## config.mk

```make
export PLATFORM = sky130hd
export DESIGN_NAME = ebm_pin_mux
export DESIGN_NICKNAME = d
export VERILOG_FILES = /design/src/hdl/ebm_pkg.sv /design/src/hdl/ebm_pin_mux.sv /design/src/hdl/ebm_pin_cell.sv
export SDC_FILE = /design/constraint.sdc
export NUM_CORES = 1
export LEC_CHECK = 0
export BUFFER_PORTS_ARGS = -buffer_cell sky130_fd_sc_hd__buf_4
export CAP_MARGIN = 20
export CORE_ASPECT_RATIO = 0.75
export CORE_MARGIN = 1
export CORE_UTILIZATION = 45
export DETAILED_ROUTE_END_ITERATION = 12
export PLACE_DENSITY_LB_ADDON = 0.15
export SLEW_MARGIN = 20
export SYNTH_ARGS = -nofsm -noshare
export SYNTH_HDL_FRONTEND = slang
export SYNTH_SLANG_ARGS = --single-unit
```

## constraint.sdc

```tcl
create_clock -name i_clk -period 10.7 [get_ports i_clk]
set_input_delay 0 -clock i_clk [delete_from_list [all_inputs] [get_ports i_clk]]
set_output_delay 0 -clock i_clk [all_outputs]
set_load 0.1 [all_outputs]
```

## src/hdl/ebm_pkg.sv

```systemverilog
package ebm_pkg;
	// register port geometry
	localparam int unsigned ADDR_W = 4;
	localparam int unsigned DATA_W = 8;
	// shared pins: port 2 [7:0], port 3 [15:8], port 4 [23:16], port 5 [31:24], port 9.6 [32]
	localparam int unsigned NPIN   = 33;

	// register offsets
	localparam logic [ADDR_W-1:0] OFS_P2_DATA  = 4'h0;
	localparam logic [ADDR_W-1:0] OFS_P3_DATA  = 4'h1;
	localparam logic [ADDR_W-1:0] OFS_P4_DATA  = 4'h2;
	localparam logic [ADDR_W-1:0] OFS_P5_DATA  = 4'h3;
	localparam logic [ADDR_W-1:0] OFS_P2_DIR   = 4'h4;
	localparam logic [ADDR_W-1:0] OFS_P3_DIR   = 4'h5;
	localparam logic [ADDR_W-1:0] OFS_P4_DIR   = 4'h6;
	localparam logic [ADDR_W-1:0] OFS_P5_DIR   = 4'h7;
	localparam logic [ADDR_W-1:0] OFS_P96      = 4'h8;
	localparam logic [ADDR_W-1:0] OFS_ADDR_HI  = 4'h9;
	localparam logic [ADDR_W-1:0] OFS_BUS_CTRL = 4'hA;
	localparam logic [ADDR_W-1:0] OFS_PGEN_EN  = 4'hB;

	// fields of the p9.6 register
	localparam int unsigned P96_DATA_BIT = 0;
	localparam int unsigned P96_DIR_BIT  = 1;
	localparam int unsigned P96_PIN_BIT  = 2;

	// fields of bus_pin_ctrl_reg
	localparam int unsigned CTRL_W        = 4;
	localparam int unsigned CTRL_CKE_BIT  = 0;
	localparam int unsigned CTRL_HOLD_BIT = 1;
	localparam int unsigned CTRL_RDY_BIT  = 2;
	localparam int unsigned CTRL_WSTB_BIT = 3;

	// pin indices inside the flat pin vector
	localparam int unsigned PIN_P3_BASE = 8;
	localparam int unsigned PIN_P4_BASE = 16;
	localparam int unsigned PIN_ALE     = 24;
	localparam int unsigned PIN_RD      = 25;
	localparam int unsigned PIN_WSTB_LO  = 26;
	localparam int unsigned PIN_WSTB_HI  = 27;
	localparam int unsigned PIN_HOLD_REQ = 28;
	localparam int unsigned PIN_HOLD_ACK = 29;
	localparam int unsigned PIN_RDY     = 30;
	localparam int unsigned PIN_CLK     = 31;
	localparam int unsigned PIN_P96     = 32;
	localparam int unsigned PGEN_FIRST  = 4;
	localparam int unsigned NPGEN       = 4;

	// reset values
	localparam logic [NPIN-1:0]   RST_PORT_DATA = 33'h0_0000_0000;
	localparam logic [NPIN-1:0]   RST_PORT_DIR  = 33'h0_0000_0000;
	localparam logic [7:0]        RST_ADDR_HI   = 8'h00;
	localparam logic [CTRL_W-1:0] RST_BUS_CTRL  = 4'h0;
	localparam logic [NPGEN-1:0]  RST_PGEN_EN   = 4'h0;

	typedef struct packed {
		logic [NPIN-1:0]   port_data;
		logic [NPIN-1:0]   port_dir;
		logic [7:0]        addr_high_output_ctrl;
		logic [CTRL_W-1:0] bus_pin_ctrl_reg;
		logic [NPGEN-1:0]  pgen_en;
		logic [NPIN-1:0]   sync1;
		logic [NPIN-1:0]   sync2;
		logic [NPIN-1:0]   pin_out;
		logic [NPIN-1:0]   pin_oe;
		logic [DATA_W-1:0] rdata;
	} ebm_state_t;
endpackage

```

## src/hdl/ebm_pin_mux.sv

```systemverilog
`timescale 1ns/1ps
// Contract
// - address-high control bit 1 in bus mode: that upper pin is a plain port, or on the top four pins its pulse output when that channel is enabled
// - address-high control bit 0: upper address bit driven, muxed or non-muxed
// - non-multiplexed bus mode: port 3 and 4 pins carry address bits 0 to 15
// - bus mode: address latch enable driven on its pin, otherwise plain port
// - bus mode: read strobe driven on its pin, otherwise plain port
// - lower write strobe driven in bus mode; plain port when strobe enable is 0
// - upper write strobe only in 16-bit bus mode and with strobe enable set
// - bus mode with hold enable: hold request input taken, otherwise plain port
// - bus mode with hold enable: hold acknowledge driven, otherwise plain port
// - bus mode with ready enable: ready input sampled, otherwise plain port
// - bus mode with clock enable: machine cycle clock driven, else plain port
// - pulse generator channels 0 to 3 share the top four upper address pins
// - p9.6 feeds converter trigger and free-run clock, each when active
module ebm_pin_mux (
	// clock and reset
	input  wire logic                         i_clk,
	input  wire logic                         i_rst,
	// register port
	input  wire logic [ebm_pkg::ADDR_W-1:0]   i_addr,
	input  wire logic [ebm_pkg::DATA_W-1:0]   i_wdata,
	input  wire logic                         i_wr_en,
	input  wire logic                         i_rd_en,
	output logic      [ebm_pkg::DATA_W-1:0]   o_rdata,
	// bus mode, from the mode logic
	input  wire logic                         i_ext_bus,
	input  wire logic                         i_nonmux,
	input  wire logic                         i_bus_16bit,
	// bus engine side
	input  wire logic [23:0]                  i_bus_addr,
	input  wire logic                         i_ale,
	input  wire logic                         i_rd_strobe_n,
	input  wire logic                         i_write_strobe_low_n,
	input  wire logic                         i_write_strobe_high_n,
	input  wire logic                         i_hold_ack_out,
	input  wire logic                         i_cycle_clk,
	output logic                              o_hold_request_in,
	output logic                              o_ready,
	// peripherals
	input  wire logic [ebm_pkg::NPGEN-1:0]    i_pulse_gen_out_0_3,
	input  wire logic                         i_adc_active,
	input  wire logic                         i_freerun_active,
	output logic                              o_converter_trigger_in,
	output logic                              o_freerun_clock_in,
	// shared pins
	input  wire logic [ebm_pkg::NPIN-1:0]     i_pin,
	output logic      [ebm_pkg::NPIN-1:0]     o_pin,
	output logic      [ebm_pkg::NPIN-1:0]     o_pin_oe
);
	import ebm_pkg::*;

	ebm_state_t st;
	ebm_state_t next_st;

	logic [NPIN-1:0] func_sel;
	logic [NPIN-1:0] func_out;
	logic [NPIN-1:0] func_oe;
	logic [NPIN-1:0] cell_out;
	logic [NPIN-1:0] cell_oe;
	logic            wstb_en;
	logic            hold_en;
	logic            rdy_en;
	logic            cke;

	assign wstb_en = st.bus_pin_ctrl_reg[CTRL_WSTB_BIT];
	assign hold_en = st.bus_pin_ctrl_reg[CTRL_HOLD_BIT];
	assign rdy_en  = st.bus_pin_ctrl_reg[CTRL_RDY_BIT];
	assign cke = st.bus_pin_ctrl_reg[CTRL_CKE_BIT];

	// function ownership of each pin
	always_comb begin
		func_sel = '0;
		func_out = '0;
		func_oe  = '0;
		for (int i = 0; i < 8; i++) begin
			if (i_ext_bus && !st.addr_high_output_ctrl[i]) begin
				func_sel[i] = 1'b1;
				func_out[i] = i_bus_addr[16+i];
				func_oe[i]  = 1'b1;
			end else if (i >= PGEN_FIRST && st.pgen_en[i-PGEN_FIRST]) begin
				func_sel[i] = 1'b1;
				func_out[i] = i_pulse_gen_out_0_3[i-PGEN_FIRST];
				func_oe[i]  = 1'b1;
			end
		end
		for (int j = 0; j < 16; j++) begin
			func_sel[PIN_P3_BASE+j] = i_ext_bus && i_nonmux;
			func_out[PIN_P3_BASE+j] = i_bus_addr[j];
			func_oe[PIN_P3_BASE+j]  = 1'b1;
		end
		func_sel[PIN_ALE] = i_ext_bus;
		func_out[PIN_ALE] = i_ale;
		func_oe[PIN_ALE]  = 1'b1;
		func_sel[PIN_RD]  = i_ext_bus;
		func_out[PIN_RD]  = i_rd_strobe_n;
		func_oe[PIN_RD]   = 1'b1;
		func_sel[PIN_WSTB_LO] = i_ext_bus && wstb_en;
		func_out[PIN_WSTB_LO] = i_write_strobe_low_n;
		func_oe[PIN_WSTB_LO]  = 1'b1;
		func_sel[PIN_WSTB_HI] = i_ext_bus && i_bus_16bit && wstb_en;
		func_out[PIN_WSTB_HI] = i_write_strobe_high_n;
		func_oe[PIN_WSTB_HI]  = 1'b1;
		// hold request and ready are inputs: the function owns the pin undriven
		func_sel[PIN_HOLD_REQ] = i_ext_bus && hold_en;
		func_sel[PIN_HOLD_ACK] = i_ext_bus && hold_en;
		func_out[PIN_HOLD_ACK] = i_hold_ack_out;
		func_oe[PIN_HOLD_ACK]  = 1'b1;
		func_sel[PIN_RDY] = i_ext_bus && rdy_en;
		func_sel[PIN_CLK] = i_ext_bus && cke;
		func_out[PIN_CLK] = i_cycle_clk;
		func_oe[PIN_CLK]  = 1'b1;
		func_sel[PIN_P96] = i_adc_active || i_freerun_active;
	end

	genvar g;
	generate
		for (g = 0; g < NPIN; g++) begin : g_cell
			ebm_pin_cell u_cell (
				.i_func_sel  (func_sel[g]),
				.i_func_out  (func_out[g]),
				.i_func_oe   (func_oe[g]),
				.i_port_data (st.port_data[g]),
				.i_port_dir  (st.port_dir[g]),
				.o_pin_out   (cell_out[g]),
				.o_pin_oe    (cell_oe[g])
			);
		end
	endgenerate

	always_comb begin
		next_st = st;
		// pin inputs: two flops before anything reads them
		next_st.sync1   = i_pin;
		next_st.sync2   = st.sync1;
		// pins are registered so that no glitch from the mux reaches the board
		next_st.pin_out = cell_out;
		next_st.pin_oe  = cell_oe;
		if (i_wr_en) begin
			case (i_addr)
				OFS_P2_DATA:  next_st.port_data[7:0]   = i_wdata;
				OFS_P3_DATA:  next_st.port_data[15:8]  = i_wdata;
				OFS_P4_DATA:  next_st.port_data[23:16] = i_wdata;
				OFS_P5_DATA:  next_st.port_data[31:24] = i_wdata;
				OFS_P2_DIR:   next_st.port_dir[7:0]    = i_wdata;
				OFS_P3_DIR:   next_st.port_dir[15:8]   = i_wdata;
				OFS_P4_DIR:   next_st.port_dir[23:16]  = i_wdata;
				OFS_P5_DIR:   next_st.port_dir[31:24]  = i_wdata;
				OFS_P96: begin
					next_st.port_data[PIN_P96] = i_wdata[P96_DATA_BIT];
					next_st.port_dir[PIN_P96]  = i_wdata[P96_DIR_BIT];
				end
				OFS_ADDR_HI:  next_st.addr_high_output_ctrl = i_wdata;
				OFS_BUS_CTRL: next_st.bus_pin_ctrl_reg = i_wdata[CTRL_W-1:0];
				OFS_PGEN_EN:  next_st.pgen_en = i_wdata[NPGEN-1:0];
				default: ;
			endcase
		end
		// data offsets read the synchronised pin levels, as a port read would
		next_st.rdata = '0;
		if (i_rd_en) begin
			case (i_addr)
				OFS_P2_DATA:  next_st.rdata = st.sync2[7:0];
				OFS_P3_DATA:  next_st.rdata = st.sync2[15:8];
				OFS_P4_DATA:  next_st.rdata = st.sync2[23:16];
				OFS_P5_DATA:  next_st.rdata = st.sync2[31:24];
				OFS_P2_DIR:   next_st.rdata = st.port_dir[7:0];
				OFS_P3_DIR:   next_st.rdata = st.port_dir[15:8];
				OFS_P4_DIR:   next_st.rdata = st.port_dir[23:16];
				OFS_P5_DIR:   next_st.rdata = st.port_dir[31:24];
				OFS_P96: begin
					next_st.rdata[P96_DATA_BIT] = st.port_data[PIN_P96];
					next_st.rdata[P96_DIR_BIT]  = st.port_dir[PIN_P96];
					next_st.rdata[P96_PIN_BIT]  = st.sync2[PIN_P96];
				end
				OFS_ADDR_HI:  next_st.rdata = st.addr_high_output_ctrl;
				OFS_BUS_CTRL: next_st.rdata[CTRL_W-1:0] = st.bus_pin_ctrl_reg;
				OFS_PGEN_EN:  next_st.rdata[NPGEN-1:0] = st.pgen_en;
				default:      next_st.rdata = '0;
			endcase
		end
	end

	always_ff @(posedge i_clk or posedge i_rst) begin
		if (i_rst) begin
			st.port_data             <= RST_PORT_DATA;
			st.port_dir              <= RST_PORT_DIR;
			st.addr_high_output_ctrl <= RST_ADDR_HI;
			st.bus_pin_ctrl_reg      <= RST_BUS_CTRL;
			st.pgen_en               <= RST_PGEN_EN;
			st.sync1                 <= '0;
			st.sync2                 <= '0;
			st.pin_out               <= '0;
			st.pin_oe                <= '0;
			st.rdata                 <= '0;
		end else begin
			st <= next_st;
		end
	end

	assign o_rdata = st.rdata;
	assign o_pin    = st.pin_out;
	assign o_pin_oe = st.pin_oe;
	// without the ready function the bus never waits
	assign o_hold_request_in      = i_ext_bus && hold_en && st.sync2[PIN_HOLD_REQ];
	assign o_ready                = (i_ext_bus && rdy_en) ? st.sync2[PIN_RDY] : 1'b1;
	// the two-wire pins are not muxed here; software must keep them released
	assign o_converter_trigger_in = i_adc_active && st.sync2[PIN_P96];
	assign o_freerun_clock_in     = i_freerun_active && st.sync2[PIN_P96];
endmodule

```

## src/hdl/ebm_pin_cell.sv

```systemverilog
`timescale 1ns/1ps
module ebm_pin_cell (
	// function side
	input  wire logic i_func_sel,
	input  wire logic i_func_out,
	input  wire logic i_func_oe,
	// port side
	input  wire logic i_port_data,
	input  wire logic i_port_dir,
	// pin drive
	output logic      o_pin_out,
	output logic      o_pin_oe
);
	// an owning function hides the port's own data and direction completely
	assign o_pin_out = i_func_sel ? i_func_out : i_port_data;
	assign o_pin_oe  = i_func_sel ? i_func_oe  : i_port_dir;
endmodule

```

Word level (Yosys, flattened, before mapping)
Index checks and enable logic that the tools add are counted.

word-level totals
  register bits = 222
  bits in latches = 0
  bits in writable memories = 0
  memory bits (read-only) = 0
  logic and storage cells = 164
  memories = 0

cells by class
  add/sub/neg operators = 0
  multipliers = 0
  div/mod/pow operators = 0
  $lt $le $gt $ge = 0
  eq/ne operators = 11
  shifts and indexed selects = 0
  mux-type cells = 95
  bitwise logic cells = 0
  reduce and logical (&&, ||, !) cells = 40

operators by type and width
  kind                                                 number
  2-to-1 mux 1 bit                                     91
  one-hot mux 3 bit (12 select lines)                  1
  one-hot mux 4 bit (9 select lines)                   1
  AND reduction 2 bit                                  12
  logical AND 1 bit                                    18
  equality test 4 x 3 -> 1 bit, second input constant  4
  equality test 4 bit, second input constant           4
  one-hot mux 1 bit (11 select lines)                  1
  equality test 4 x 2 -> 1 bit, second input constant  2
  zero test 1 bit                                      8
  2-to-1 mux 8 bit                                     1
  equality test 4 x 1 -> 1 bit, second input constant  1
  zero test 4 bit                                      1
  logical OR 1 bit                                     1

Longest topological paths before layout
Gate-level depths: netlist of the first run.

  depth after elaboration = 4
  depth in mapped cells = 8

Cells and area by module
From an unflattened synthesis of the first run, not the netlist that was laid out.

unflattened totals
  cells, all modules = 627
  area, all modules = 9,130.0 µm²

by module, submodules not included
  module        instances  cells each  area an instance (µm²)  sequential area each (µm²)
  ebm_pin_mux   1          561         8,386.8                 5,555.3
  ebm_pin_cell  33         2           22.5                    0.0

Worst setup path after synthesis of the first run
Ideal clock, no wire load.

  kind = reg-to-reg
  start = register st[159] (netlist name)
  end = register st, in the netlist o_rdata[3]
  data arrival time = 1.432 ns
  data required time = 10.578 ns
  setup slack = 9.147 ns
  cell stages (with the launch flop) = 6
  path buffers = 0
  period minus slack after synthesis = 1.553 ns
  cells stage by stage = dfrtp_1 mux2_4 a32o_1 a221oi_2 o221ai_1 a32o_1

RTL lines
  what                      RTL line            text
  start: declaration        ebm_pin_mux.sv:53   ebm_state_t st;
  start signal: assignment  ebm_pin_mux.sv:197  st <= next_st;

==> results.sh, run 1 <==
export IMPL_status="complete, no violations"
export IMPL_fin_crit_sh_pct=15.90
export IMPL_peakVddDrop_v=0.0001662
export IMPL_cts_made_buffers=22
export IMPL_cts_buffer_depth=3
export IMPL_r2r_start="st[175]"
export IMPL_timing_critical_path_cells="mux2_4 -> a32o_1 -> a221oi_2 -> o221ai_1 -> a32o_1"
export IMPL_gr_usage_met3_pct=3.254
export IMPL_synth_most_common_cell="dfrtp_1"
export IMPL_synth_edf_count=0
export IMPL_yosys_register_bits=222
export IMPL_drive_above_1_share_pct=41.03
export IMPL_io_buffers=165
export IMPL_ys_top_cells_by_count="dfrtp_1 (222), mux2_2 (109), buf_4 (76)"
export IMPL_critPathArrivalTime_ns=2.09
export IMPL_worstSetupStartpointType="flip-flop"
export IMPL_final_cell_area_um2=11330
export IMPL_groute_usage_overall_pct=21.97
export IMPL_postCtsHoldBufs=86
export IMPL_p_leak_nw=5.193
export IMPL_areaGrowthSynthToFinish_pct=28.65
export IMPL_tns_ns=0
export IMPL_placementRows=43
export IMPL_critPathRequiredTime_ns=11.09
export IMPL_critPathMaxStageDelay_ns=0.41
export IMPL_ys_types=49
export IMPL_yosys_warnings=0
export IMPL_met2_usage_pct=35.28
export IMPL_worst_pin_slew_ns=0.9940
export IMPL_wl_per_cell_um=20.18
export IMPL_max_freq_mhz=587.8
export IMPL_fp_dieW_um=163.5
export IMPL_grt_ovfl_total=0
export IMPL_vias_per_cell=5.038
export IMPL_hold_worst_slack_ns=0.04269
export IMPL_yosys_area_top_type="dfrtp_1"
export IMPL_ant_nets=0
export IMPL_power_frac_seq_pct=40.4
export IMPL_synthFlopType="dfrtp_1"
export IMPL_synth_compound_area_share_pct=3.922
export IMPL_cts_setup_buffers=0
export IMPL_grt_pass1_wl_mm=32.88
export IMPL_dpl_cell_area_um2=9707
export IMPL_p_switching_mw=0.9420
export IMPL_dieArea_um2=20140
export IMPL_grt_max_degree=141
export IMPL_max_slew_margin_pct=33.73
export IMPL_synthArstFlopShare_pct=100.0
export IMPL_clock_latency_ns=0.50
export IMPL_hp_start="i_addr[2]"
export IMPL_synth_area_per_cell_um2=14.13
export IMPL_holdCritPathClass="input pin to flip-flop"
export IMPL_final_max_slew_viol_count=0
export IMPL_synthTopCellsByArea="dfrtp_1 (63%), mux2_2 (14%), buf_4 (6.5%)"
export IMPL_crit_fanout=3
export IMPL_synthAdderAreaFrac_pct=0
export IMPL_drc=0
export IMPL_slowest_stage="dfrtp_1"
export IMPL_fin_nets=891
export IMPL_finClkSkew_ns=0.007247
export IMPL_cts_repair_resized=0
export IMPL_min_period_ns=1.701
export IMPL_yosys_area_share_simple_pct=8.214
export IMPL_finalHoldViolCount=0
export IMPL_synthesis_nets=711
export IMPL_cts_tree="done"
export IMPL_cap_violations=0
export IMPL_num_antenna_cells=0
export IMPL_htree_levels=1
export IMPL_cts_sinks=222
export IMPL_pwr_share_comb_pct=29.7
export IMPL_core_area_um2=18830
export IMPL_ys_seq_area_share_pct=63.10
export IMPL_clkTransAtPathRegs_ns=0.06
export IMPL_vias=5371
export IMPL_synthMuxAreaShare_pct=17.01
export IMPL_met1_usage_pct=32.14
export IMPL_drt_iter0_drc=258
export IMPL_synth_cells=623
export IMPL_initial_core_util_pct=46.76
export IMPL_io_pins=166
export IMPL_rsz0062_at_grt="false"
export IMPL_yosys_area_share_xor_xnor_pct=0
export IMPL_die_y_um=123.1
export IMPL_synth_area_um2=8805
export IMPL_power_frac_clock_pct=29.9
export IMPL_dr_pass1_iters=4
export IMPL_synth_top_cell_area_share_pct=63.10
export IMPL_post_route_util_pct=60.15
export IMPL_endpoint_kind="flip-flop"
export IMPL_p_int_mw=1.688
export IMPL_drt_total_wl_mm=21.52
export IMPL_crit_top_cell="a32o_1"
export IMPL_synth_top_family_by_area="multiplexers"
export IMPL_clockRootBuffer="clkbuf_16"
export IMPL_critPathKind="flip-flop to flip-flop"
export IMPL_detailed_place_hpwl_mm=14.09
export IMPL_grt_pass1_vias=5705
export IMPL_gp_congestion=0.8130
export IMPL_switching_share_pct=35.82
export IMPL_setup_violations=0
export IMPL_gr_max_usage_layer="met2"
export IMPL_p_per_area_nw_per_um2=232.2
export IMPL_nFillCells=1509
export IMPL_antenna_found_initial=2
export IMPL_setup_worst_path_start="st[175]"
[routing by layer]
layer / routed length (um) / share of wire [%]
met5: 0 / 0
met4: 315 / 1.5
met3: 1412 / 6.6
met2: 10050 / 47
met1: 9735 / 45
[layout by cell type, fill, tap and decap left out, types with 4 or more instances in the layout]
cell type,Yosys,layout
o21ai_0,9,9
and3_1,4,4
clkbuf_1,8,5
nor2_1,7,7
or3_1,4,4
nand2b_1,22,22
dfrtp_1,222,222
a21oi_1,12,12
a22oi_1,5,5
nand2_1,23,23
mux2_2,109,109
nand3_1,14,14
dlygate4sd3_1,0,86
clkbuf_16,0,23
or2_2,7,7
clkbuf_8,0,5
mux2i_1,12,12
buf_4,76,166
nor2b_1,15,15
mux4_2,6,6
and2_1,10,10
[path summary, 6_finish.rpt]
check | endpoint | slack (ns) | depth (start not counted)
worst max-delay path | o_rdata[3] | 9.00 | 5
worst min-delay path | o_rdata[0] | 0.04 | 3
worst max register to register | o_rdata[3] | 9.00 | 5
worst min register to register | st[105] | 0.34 | 0
max in group asynchronous | next_st[91] | 9.24 | 4
min in group asynchronous | st[206] | 0.22 | 3
[registers in the layout, summed over array words and instances, names as in the netlist]
signal and count:
o_rdata 8, rdy_en 1, cke 1, o_pin 33, hold_en 1, next_st 33, o_pin_oe 33, st 112
[power by group through the flow]
| stage | Combinational [mW] | Sequential, mW | Clock, mW |
|---|---|---|---|
| 2_1_floorplan | 0.677 | 1.04 | 0 |
| 3_3_place_gp | 0.745 | 1.07 | 0 |
| 3_5_place_dp | 0.751 | 1.08 | 0 |
| 4_1_cts | 0.785 | 1.06 | 0.806 |
| 5_1_grt | 0.814 | 1.08 | 0.840 |
| 6_report | 0.780 | 1.06 | 0.786 |
[worst max-delay path, delay by kind of cell, from the launching register on]
kind / cells / cell delay (ns)
mux: 1 / 0.27
flops: 1 / 0.41
compound gates: 4 / 0.92
[stage by stage]
stage / cells / power (mW) / setup WS (ns)
after global placement: 940 / 1.820 / 8.783
after CTS: 1066 / 2.655 / 8.770
after detailed placement: 940 / 1.829 / 8.760
after floorplan: 623 / 1.715 / 4.622
after global routing: 1066 / 2.731 / 8.821
final: 1066 / 2.630 / 8.999
[area by class of cell]
type                       count  area (um2)  area share (%)
multi-input combinational    300        2566           22.66
inverter                       4       22.52          0.1988
timing repair buffer         253        2118           18.70
clock inverter                 7       92.59          0.8174
clock buffer                  33       663.1           5.854
sequential                   222        5555           49.04
tap                          247       309.0           2.728
[cells by family (layout without fill, tap and decap cells)]
family / Yosys count / count (layout)
AO/OA/AOI/OAI: 50 / 50
AND/OR/NAND/NOR: 122 / 122
flip-flops: 222 / 222
buffers and inverters: 101 / 297
multiplexers: 128 / 128
Power figures use the tool's default switching activity.
==> inputs of run 2 (changes only) <==
--- a/config.mk
+++ b/config.mk
@@ -5,6 +5,7 @@
 export SDC_FILE = /design/constraint.sdc
 export NUM_CORES = 1
 export LEC_CHECK = 0
+export ABC_AREA = 1
 export BUFFER_PORTS_ARGS = -buffer_cell sky130_fd_sc_hd__buf_4
 export CAP_MARGIN = 20
 export CORE_ASPECT_RATIO = 0.75
==> constraint.sdc (replaced) <==
create_clock -name i_clk -period 1.45 [get_ports i_clk]
set_input_delay 0 -clock i_clk [delete_from_list [all_inputs] [get_ports i_clk]]
set_output_delay 0 -clock i_clk [all_outputs]
set_load 0.1 [all_outputs]
==> results.sh, run 2 <==
export IMPL_max_slew_margin_pct=68.43
export IMPL_power_frac_clock_pct=29.9
export IMPL_core_area_um2=18670
export IMPL_critPathKind="flip-flop to primary output"
export IMPL_power_mw=18.39
export IMPL_drt_total_wl_mm=21.14
export IMPL_ys_types=20
export IMPL_pwr_share_comb_pct=28.3
export IMPL_yosys_register_bits=222
export IMPL_r2r_start="st[147]"
export IMPL_cts_tree="done"
export IMPL_fin_crit_sh_pct=95.77
export IMPL_worstSetupStartpointType="flip-flop"
export IMPL_synthesis_nets=932
export IMPL_wl_per_cell_um=16.26
export IMPL_vias=6136
export IMPL_grt_pass1_vias=5955
export IMPL_nFillCells=1539
export IMPL_regMostFlops="st"
export IMPL_switching_share_pct=36.53
export IMPL_p_switching_mw=6.718
export IMPL_num_antenna_cells=0
export IMPL_final_cell_area_um2=11380
export IMPL_clkTransAtPathRegs_ns=0.07
export IMPL_vias_per_cell=4.720
export IMPL_tns_ns=0
export IMPL_grt_ovfl_total=0
export IMPL_synth_cells=844
export IMPL_setup_violations=0
export IMPL_reg2reg_depth=5
export IMPL_synth_edf_count=0
export IMPL_cts_made_buffers=22
export IMPL_initial_core_util_pct=46.48
export IMPL_synth_area_per_cell_um2=10.28
export IMPL_yosys_area_top_type="dfrtp_1"
export IMPL_finalHoldViolCount=4
export IMPL_status="complete, but fails checks"
export IMPL_peakVddDrop_v=0.001147
export IMPL_synthFlopType="dfrtp_1"
export IMPL_drt_iter0_drc=410
export IMPL_final_max_slew_viol_count=0
export IMPL_rsz0062_at_grt="false"
export IMPL_gp_congestion=0.8194
export IMPL_max_freq_mhz=720.2
export IMPL_placementRows=43
export IMPL_htree_levels=1
export IMPL_dr_pass1_iters=6
export IMPL_rrSetupSlack_ns=0.10
export IMPL_p_int_mw=11.67
export IMPL_grt_pass1_wl_mm=33.05
export IMPL_die_y_um=122.3
export IMPL_fp_dieW_um=162.3
export IMPL_cts_setup_buffers=0
export IMPL_synthTopCellsByArea="dfrtp_1 (64%), nand2_1 (8.7%), buf_4 (6.4%)"
export IMPL_grt_max_degree=75
export IMPL_areaGrowthSynthToFinish_pct=31.18
export IMPL_critPathArrivalTime_ns=1.39
export IMPL_yosys_warnings=0
export IMPL_setup_worst_path_start="rdy_en"
export IMPL_critPathRequiredTime_ns=1.45
export IMPL_final_common_cell="dfrtp_1"
export IMPL_crit_fanout=5
export IMPL_antenna_found_initial=0
export IMPL_detailed_place_hpwl_mm=14.28
export IMPL_power_frac_seq_pct=41.8
export IMPL_drc=0
export IMPL_p_leak_nw=5.771
export IMPL_cp_endpoint="o_ready"
export IMPL_violations="negative hold slack"
export IMPL_dpl_cell_area_um2=9817
export IMPL_cap_violations=0
export IMPL_endpoint_kind="primary output"
export IMPL_cts_buffer_depth=3
export IMPL_synth_area_um2=8677
export IMPL_min_period_ns=1.389
export IMPL_io_buffers=165
export IMPL_ys_top_cells_by_count="dfrtp_1 (222), nand2_1 (201), nand3_1 (83)"
export IMPL_ys_seq_area_share_pct=64.02
export IMPL_dieArea_um2=19850
export IMPL_groute_usage_overall_pct=22.06
export IMPL_p_per_area_nw_per_um2=1616
export IMPL_holdCritPathClass="input pin to flip-flop"
export IMPL_reg2reg_to="o_pin[26]"
export IMPL_worst_pin_slew_ns=0.4730
export IMPL_ant_nets=0
export IMPL_cts_sinks=222
export IMPL_largest_reg_flops=112
export IMPL_io_pins=166
export IMPL_clockRootBuffer="clkbuf_16"
export IMPL_fin_nets=1128
export IMPL_drive_above_1_share_pct=25.83
export IMPL_final_cell_mix="dfrtp_1 (222), nand2_1 (200), buf_4 (181)"
export IMPL_synthArstFlopShare_pct=100.0
export IMPL_synth_most_common_cell="dfrtp_1"
export IMPL_clock_latency_ns=0.51
export IMPL_finClkSkew_ns=0.01009
export IMPL_hold_worst_slack_ns=-0.01471
export IMPL_synth_top_cell_area_share_pct=64.02
-- run 2: worst min-delay path by stage --
stage                     from           end  slack (ns)  cells after the start
floorplan            i_pin[26]  next_st[100]        0.03                      0
global placement         i_rst     o_pin[26]       -0.03                      2
detailed placement       i_rst  o_pin_oe[24]       -0.02                      2
CTS                 i_wdata[6]       st[203]       0.005                      3
global route        i_wdata[4]       st[160]        0.01                      3
finish              i_wdata[4]       st[176]       -0.01                      3
-- run 2: metrics by stage --
step	util, %	setup slack, ns	std cells	hold WS [ns]
2_1_floorplan	-	-1.446	844	0.03143
3_3_place_gp	52.58	0.2414	1178	-0.02981
3_5_place_dp	52.58	0.1952	1178	-0.02493
4_1_cts	60.95	0.02473	1300	0.005451
5_1_grt	60.97	0.01251	1300	0.01486
6_report	60.97	0.06140	1300	-0.01471
-- run 2: kinds of logic (layout without fill, tap and decap cells) --
logic type | count (synthesis) | in the layout | synth area share [%]
simple gates | 341 | 341 | 17.03
compound gates | 88 | 88 | 5.249
mux | 22 | 22 | 2.855
buf+inv | 171 | 380 | 10.84
flops | 222 | 222 | 64.02
-- run 2: final cells by class --
class                           count  area, um2  area share, %
Clock buffer                       30      631.9          5.551
Clock inverter                      7      62.56         0.5496
Inverter                           69      262.8          2.308
Multi-Input combinational cell    451       2191          19.25
Sequential cell                   222       5555          48.81
Tap cell                          247      309.0          2.715
Timing Repair Buffer              274       2370          20.82
-- run 2: repair_timing --
item / in CTS / in global routing
hold buffers: 85 / 0
endpoints found under the hold margin: 344 / 0
gates resized for setup: 4 / 1
setup endpoints to repair: 1 / 1
-- run 2: worst max-delay path, stage by stage, from the launching register on --
cell and delay [ns]:
dfrtp_1 0.46, nand3b_1 0.13, buf_4 0.30
-- run 2: power by group through the flow --
stage,clock network [mW],logic [mW],registers [mW]
floorplan,0,4.43,7.55
global placement,0,4.97,7.78
finish,5.49,5.21,7.69
CTS,5.61,5.23,7.68
global route,5.88,5.50,7.78
detailed placement,0,5.02,7.78
-- run 2: metal layers --
layer  part of all wire [%]  track usage (%)  wire length [um]
met1                     47            32.79              9882
met2                     45            33.68              9465
met3                    6.9            4.157              1449
met4                    1.6            5.071               344
met5                      0                0                 0
==> inputs of run 3 (changes only) <==
--- a/config.mk
+++ b/config.mk
@@ -10,10 +10,11 @@
 export CAP_MARGIN = 20
 export CORE_ASPECT_RATIO = 0.75
 export CORE_MARGIN = 1
-export CORE_UTILIZATION = 45
+export CORE_UTILIZATION = 50
 export DETAILED_ROUTE_END_ITERATION = 12
 export PLACE_DENSITY_LB_ADDON = 0.15
 export SLEW_MARGIN = 20
 export SYNTH_ARGS = -nofsm -noshare
 export SYNTH_HDL_FRONTEND = slang
+export SYNTH_HIERARCHICAL = 1
 export SYNTH_SLANG_ARGS = --single-unit
==> results.sh, run 3 <==
export IMPL_antenna_found_initial=0
export IMPL_tns_ns=0
export IMPL_holdCritPathClass="input pin to flip-flop"
export IMPL_power_mw=18.31
export IMPL_dieArea_um2=18680
export IMPL_cts_tree="done"
export IMPL_clkTransAtPathRegs_ns=0.07
export IMPL_setup_violations=0
export IMPL_cts_buffer_depth=3
export IMPL_regMostFlops="st"
export IMPL_grt_pass1_vias=6608
export IMPL_stdcell_count=1459
export IMPL_grt_max_degree=93
export IMPL_clockRootBuffer="clkbuf_16"
export IMPL_critPathArrivalTime_ns=1.41
export IMPL_yosys_area_top_type="dfrtp_1"
export IMPL_placementRows=42
export IMPL_cap_violations=0
export IMPL_groute_usage_overall_pct=23.88
export IMPL_vias=6793
export IMPL_num_antenna_cells=0
export IMPL_yosys_register_bits=222
export IMPL_fp_dieW_um=157.5
export IMPL_post_route_util_pct=66.38
export IMPL_drt_total_wl_mm=20.98
export IMPL_die_y_um=118.6
export IMPL_ant_nets=0
export IMPL_io_pins=166
export IMPL_ys_types=19
export IMPL_detailed_place_hpwl_mm=14.35
export IMPL_finClkSkew_ns=0.007540
export IMPL_fin_crit_sh_pct=97.39
export IMPL_synthFlopType="dfrtp_1"
export IMPL_worst_pin_slew_ns=0.5551
export IMPL_ys_seq_area_share_pct=61.27
export IMPL_max_slew_margin_pct=62.95
export IMPL_dpl_cell_area_um2=10240
export IMPL_final_common_cell="nand2_1"
export IMPL_areaGrowthSynthToFinish_pct=29.64
export IMPL_grt_pass1_wl_mm=34.32
export IMPL_drt_iter0_drc=622
export IMPL_final_setup_worst_slack_ns=0.03788
export IMPL_synthTopCellsByArea="dfrtp_1 (61%), nand2_1 (15%), buf_4 (6.3%)"
export IMPL_status="complete, no violations"
export IMPL_nFillCells=1451
export IMPL_crit_fanout=3
export IMPL_worstSetupStartpointType="flip-flop"
export IMPL_p_per_area_nw_per_um2=1558
export IMPL_yosys_warnings=6
export IMPL_endpoint_kind="primary output"
export IMPL_drive_above_1_share_pct=20.13
export IMPL_core_area_um2=17710
export IMPL_synth_most_common_cell="nand2_1"
export IMPL_ys_top_cells_by_count="nand2_1 (370), dfrtp_1 (222), buf_4 (76)"
export IMPL_synth_area_um2=9067
export IMPL_cts_sinks=222
export IMPL_final_max_slew_viol_count=0
export IMPL_synthArstFlopShare_pct=100.0
export IMPL_largest_reg_flops=112
export IMPL_grt_ovfl_total=0
export IMPL_dr_pass1_iters=5
export IMPL_peakVddDrop_v=0.001053
export IMPL_synth_area_per_cell_um2=9.159
export IMPL_gp_congestion=0.8796
export IMPL_htree_levels=1
export IMPL_max_freq_mhz=708.2
export IMPL_place_ws_ns=0.1746
export IMPL_io_buffers=165
export IMPL_final_cell_mix="nand2_1 (369), dfrtp_1 (222), buf_4 (172)"
export IMPL_wl_per_cell_um=14.38
export IMPL_rsz0062_at_grt="true"
export IMPL_synth_top_cell_area_share_pct=61.27
export IMPL_fin_nets=1291
export IMPL_clock_latency_ns=0.49
export IMPL_finalHoldViolCount=0
export IMPL_critPathRequiredTime_ns=1.45
export IMPL_initial_core_util_pct=51.20
export IMPL_drc=0
export IMPL_min_period_ns=1.412
export IMPL_vias_per_cell=4.656
export IMPL_synth_edf_count=0
export IMPL_final_cell_area_um2=11760
export IMPL_p_leak_nw=6.200
export IMPL_synth_cells=990
export IMPL_critPathKind="flip-flop to primary output"
export IMPL_hold_worst_slack_ns=0.04539
export IMPL_placedCellCount=1339
export IMPL_cts_made_buffers=21
-- run 3: changes by cell type after synthesis, sizes merged --
| cell | change |
|---|---|
| nand2 | +173 |
| o211ai | -4 |
| clkbuf | -3 |
| a21oi | +4 |
| or2 | -6 |
| inv | +9 |
| nor2 | +7 |
| mux2 | -22 |
| nor3b | +2 |
| conb | +2 |
| nand3b | -1 |
| nand3 | -13 |
| a21boi | -2 |
-- run 3: cell type report --
class                           instances  area (um2)  share of cell area, %
Inverter                               78       296.5                  2.523
Clock buffer                           33       620.6                  5.279
Timing Repair Buffer                  263        2283                  19.43
Clock inverter                          4       45.04                 0.3832
Sequential cell                       222        5555                  47.26
Multi-Input combinational cell        617        2651                  22.55
Tap cell                              242       302.8                  2.576
-- run 3: critical path: stages (launching register included) --
cell     delay (ns)
dfrtp_1        0.39
nand2_1        0.13
nor2_2         0.16
buf_6          0.24
-- run 3: worst paths after layout --
path                              from                 to  depth (start not counted)  slack, ns
max in group asynchronous        i_rst        o_pin_oe[5]                          5       0.14
min in group asynchronous        i_rst        o_pin_oe[8]                          4       0.57
max                            hold_en  o_hold_request_in                          3       0.04
max reg2reg                    st[147]          o_pin[27]                          5       0.04
min reg2reg                next_st[85]             st[85]                          0       0.34
min                         i_wdata[0]            st[164]                          3       0.05
-- run 3: kinds of logic after synthesis --
kind of cell           after synthesis  share of synthesized area (%)
AO/OA/AOI/OAI                       86                          4.747
buffers and inverters              177                          10.68
flip-flops                         222                          61.27
other                                2                        0.08282
AND/OR/NAND/NOR                    503                          23.22
-- run 3: repair_timing --
item / CTS / global route
gates cloned: 0 / 0
pin swaps: 0 / 0
buffers inserted: 1 / 0
setup endpoints to repair: 2 / 2
hold buffers: 82 / 0
gates resized for setup: 4 / 3
endpoints found under the hold margin: 332 / 0
-- run 3: metal layers --
layer	track usage [%]	wire (um)	share of wire [%]	vias to the layer above
met5	0	0	0	-
met4	5.158	392	1.9	0
met3	4.364	1582	7.5	34
met2	35.51	9179	44	242
met1	36.43	9829	47	3117
li1	-	-	-	3400
-- run 3: power by group --
group	leakage (nW)	switching, mW	internal [mW]
combinational	3.12	3.98	1.29
sequential	2.75	0.591	7.12
clock	0.329	2.22	3.11
total	6.20	6.79	11.5
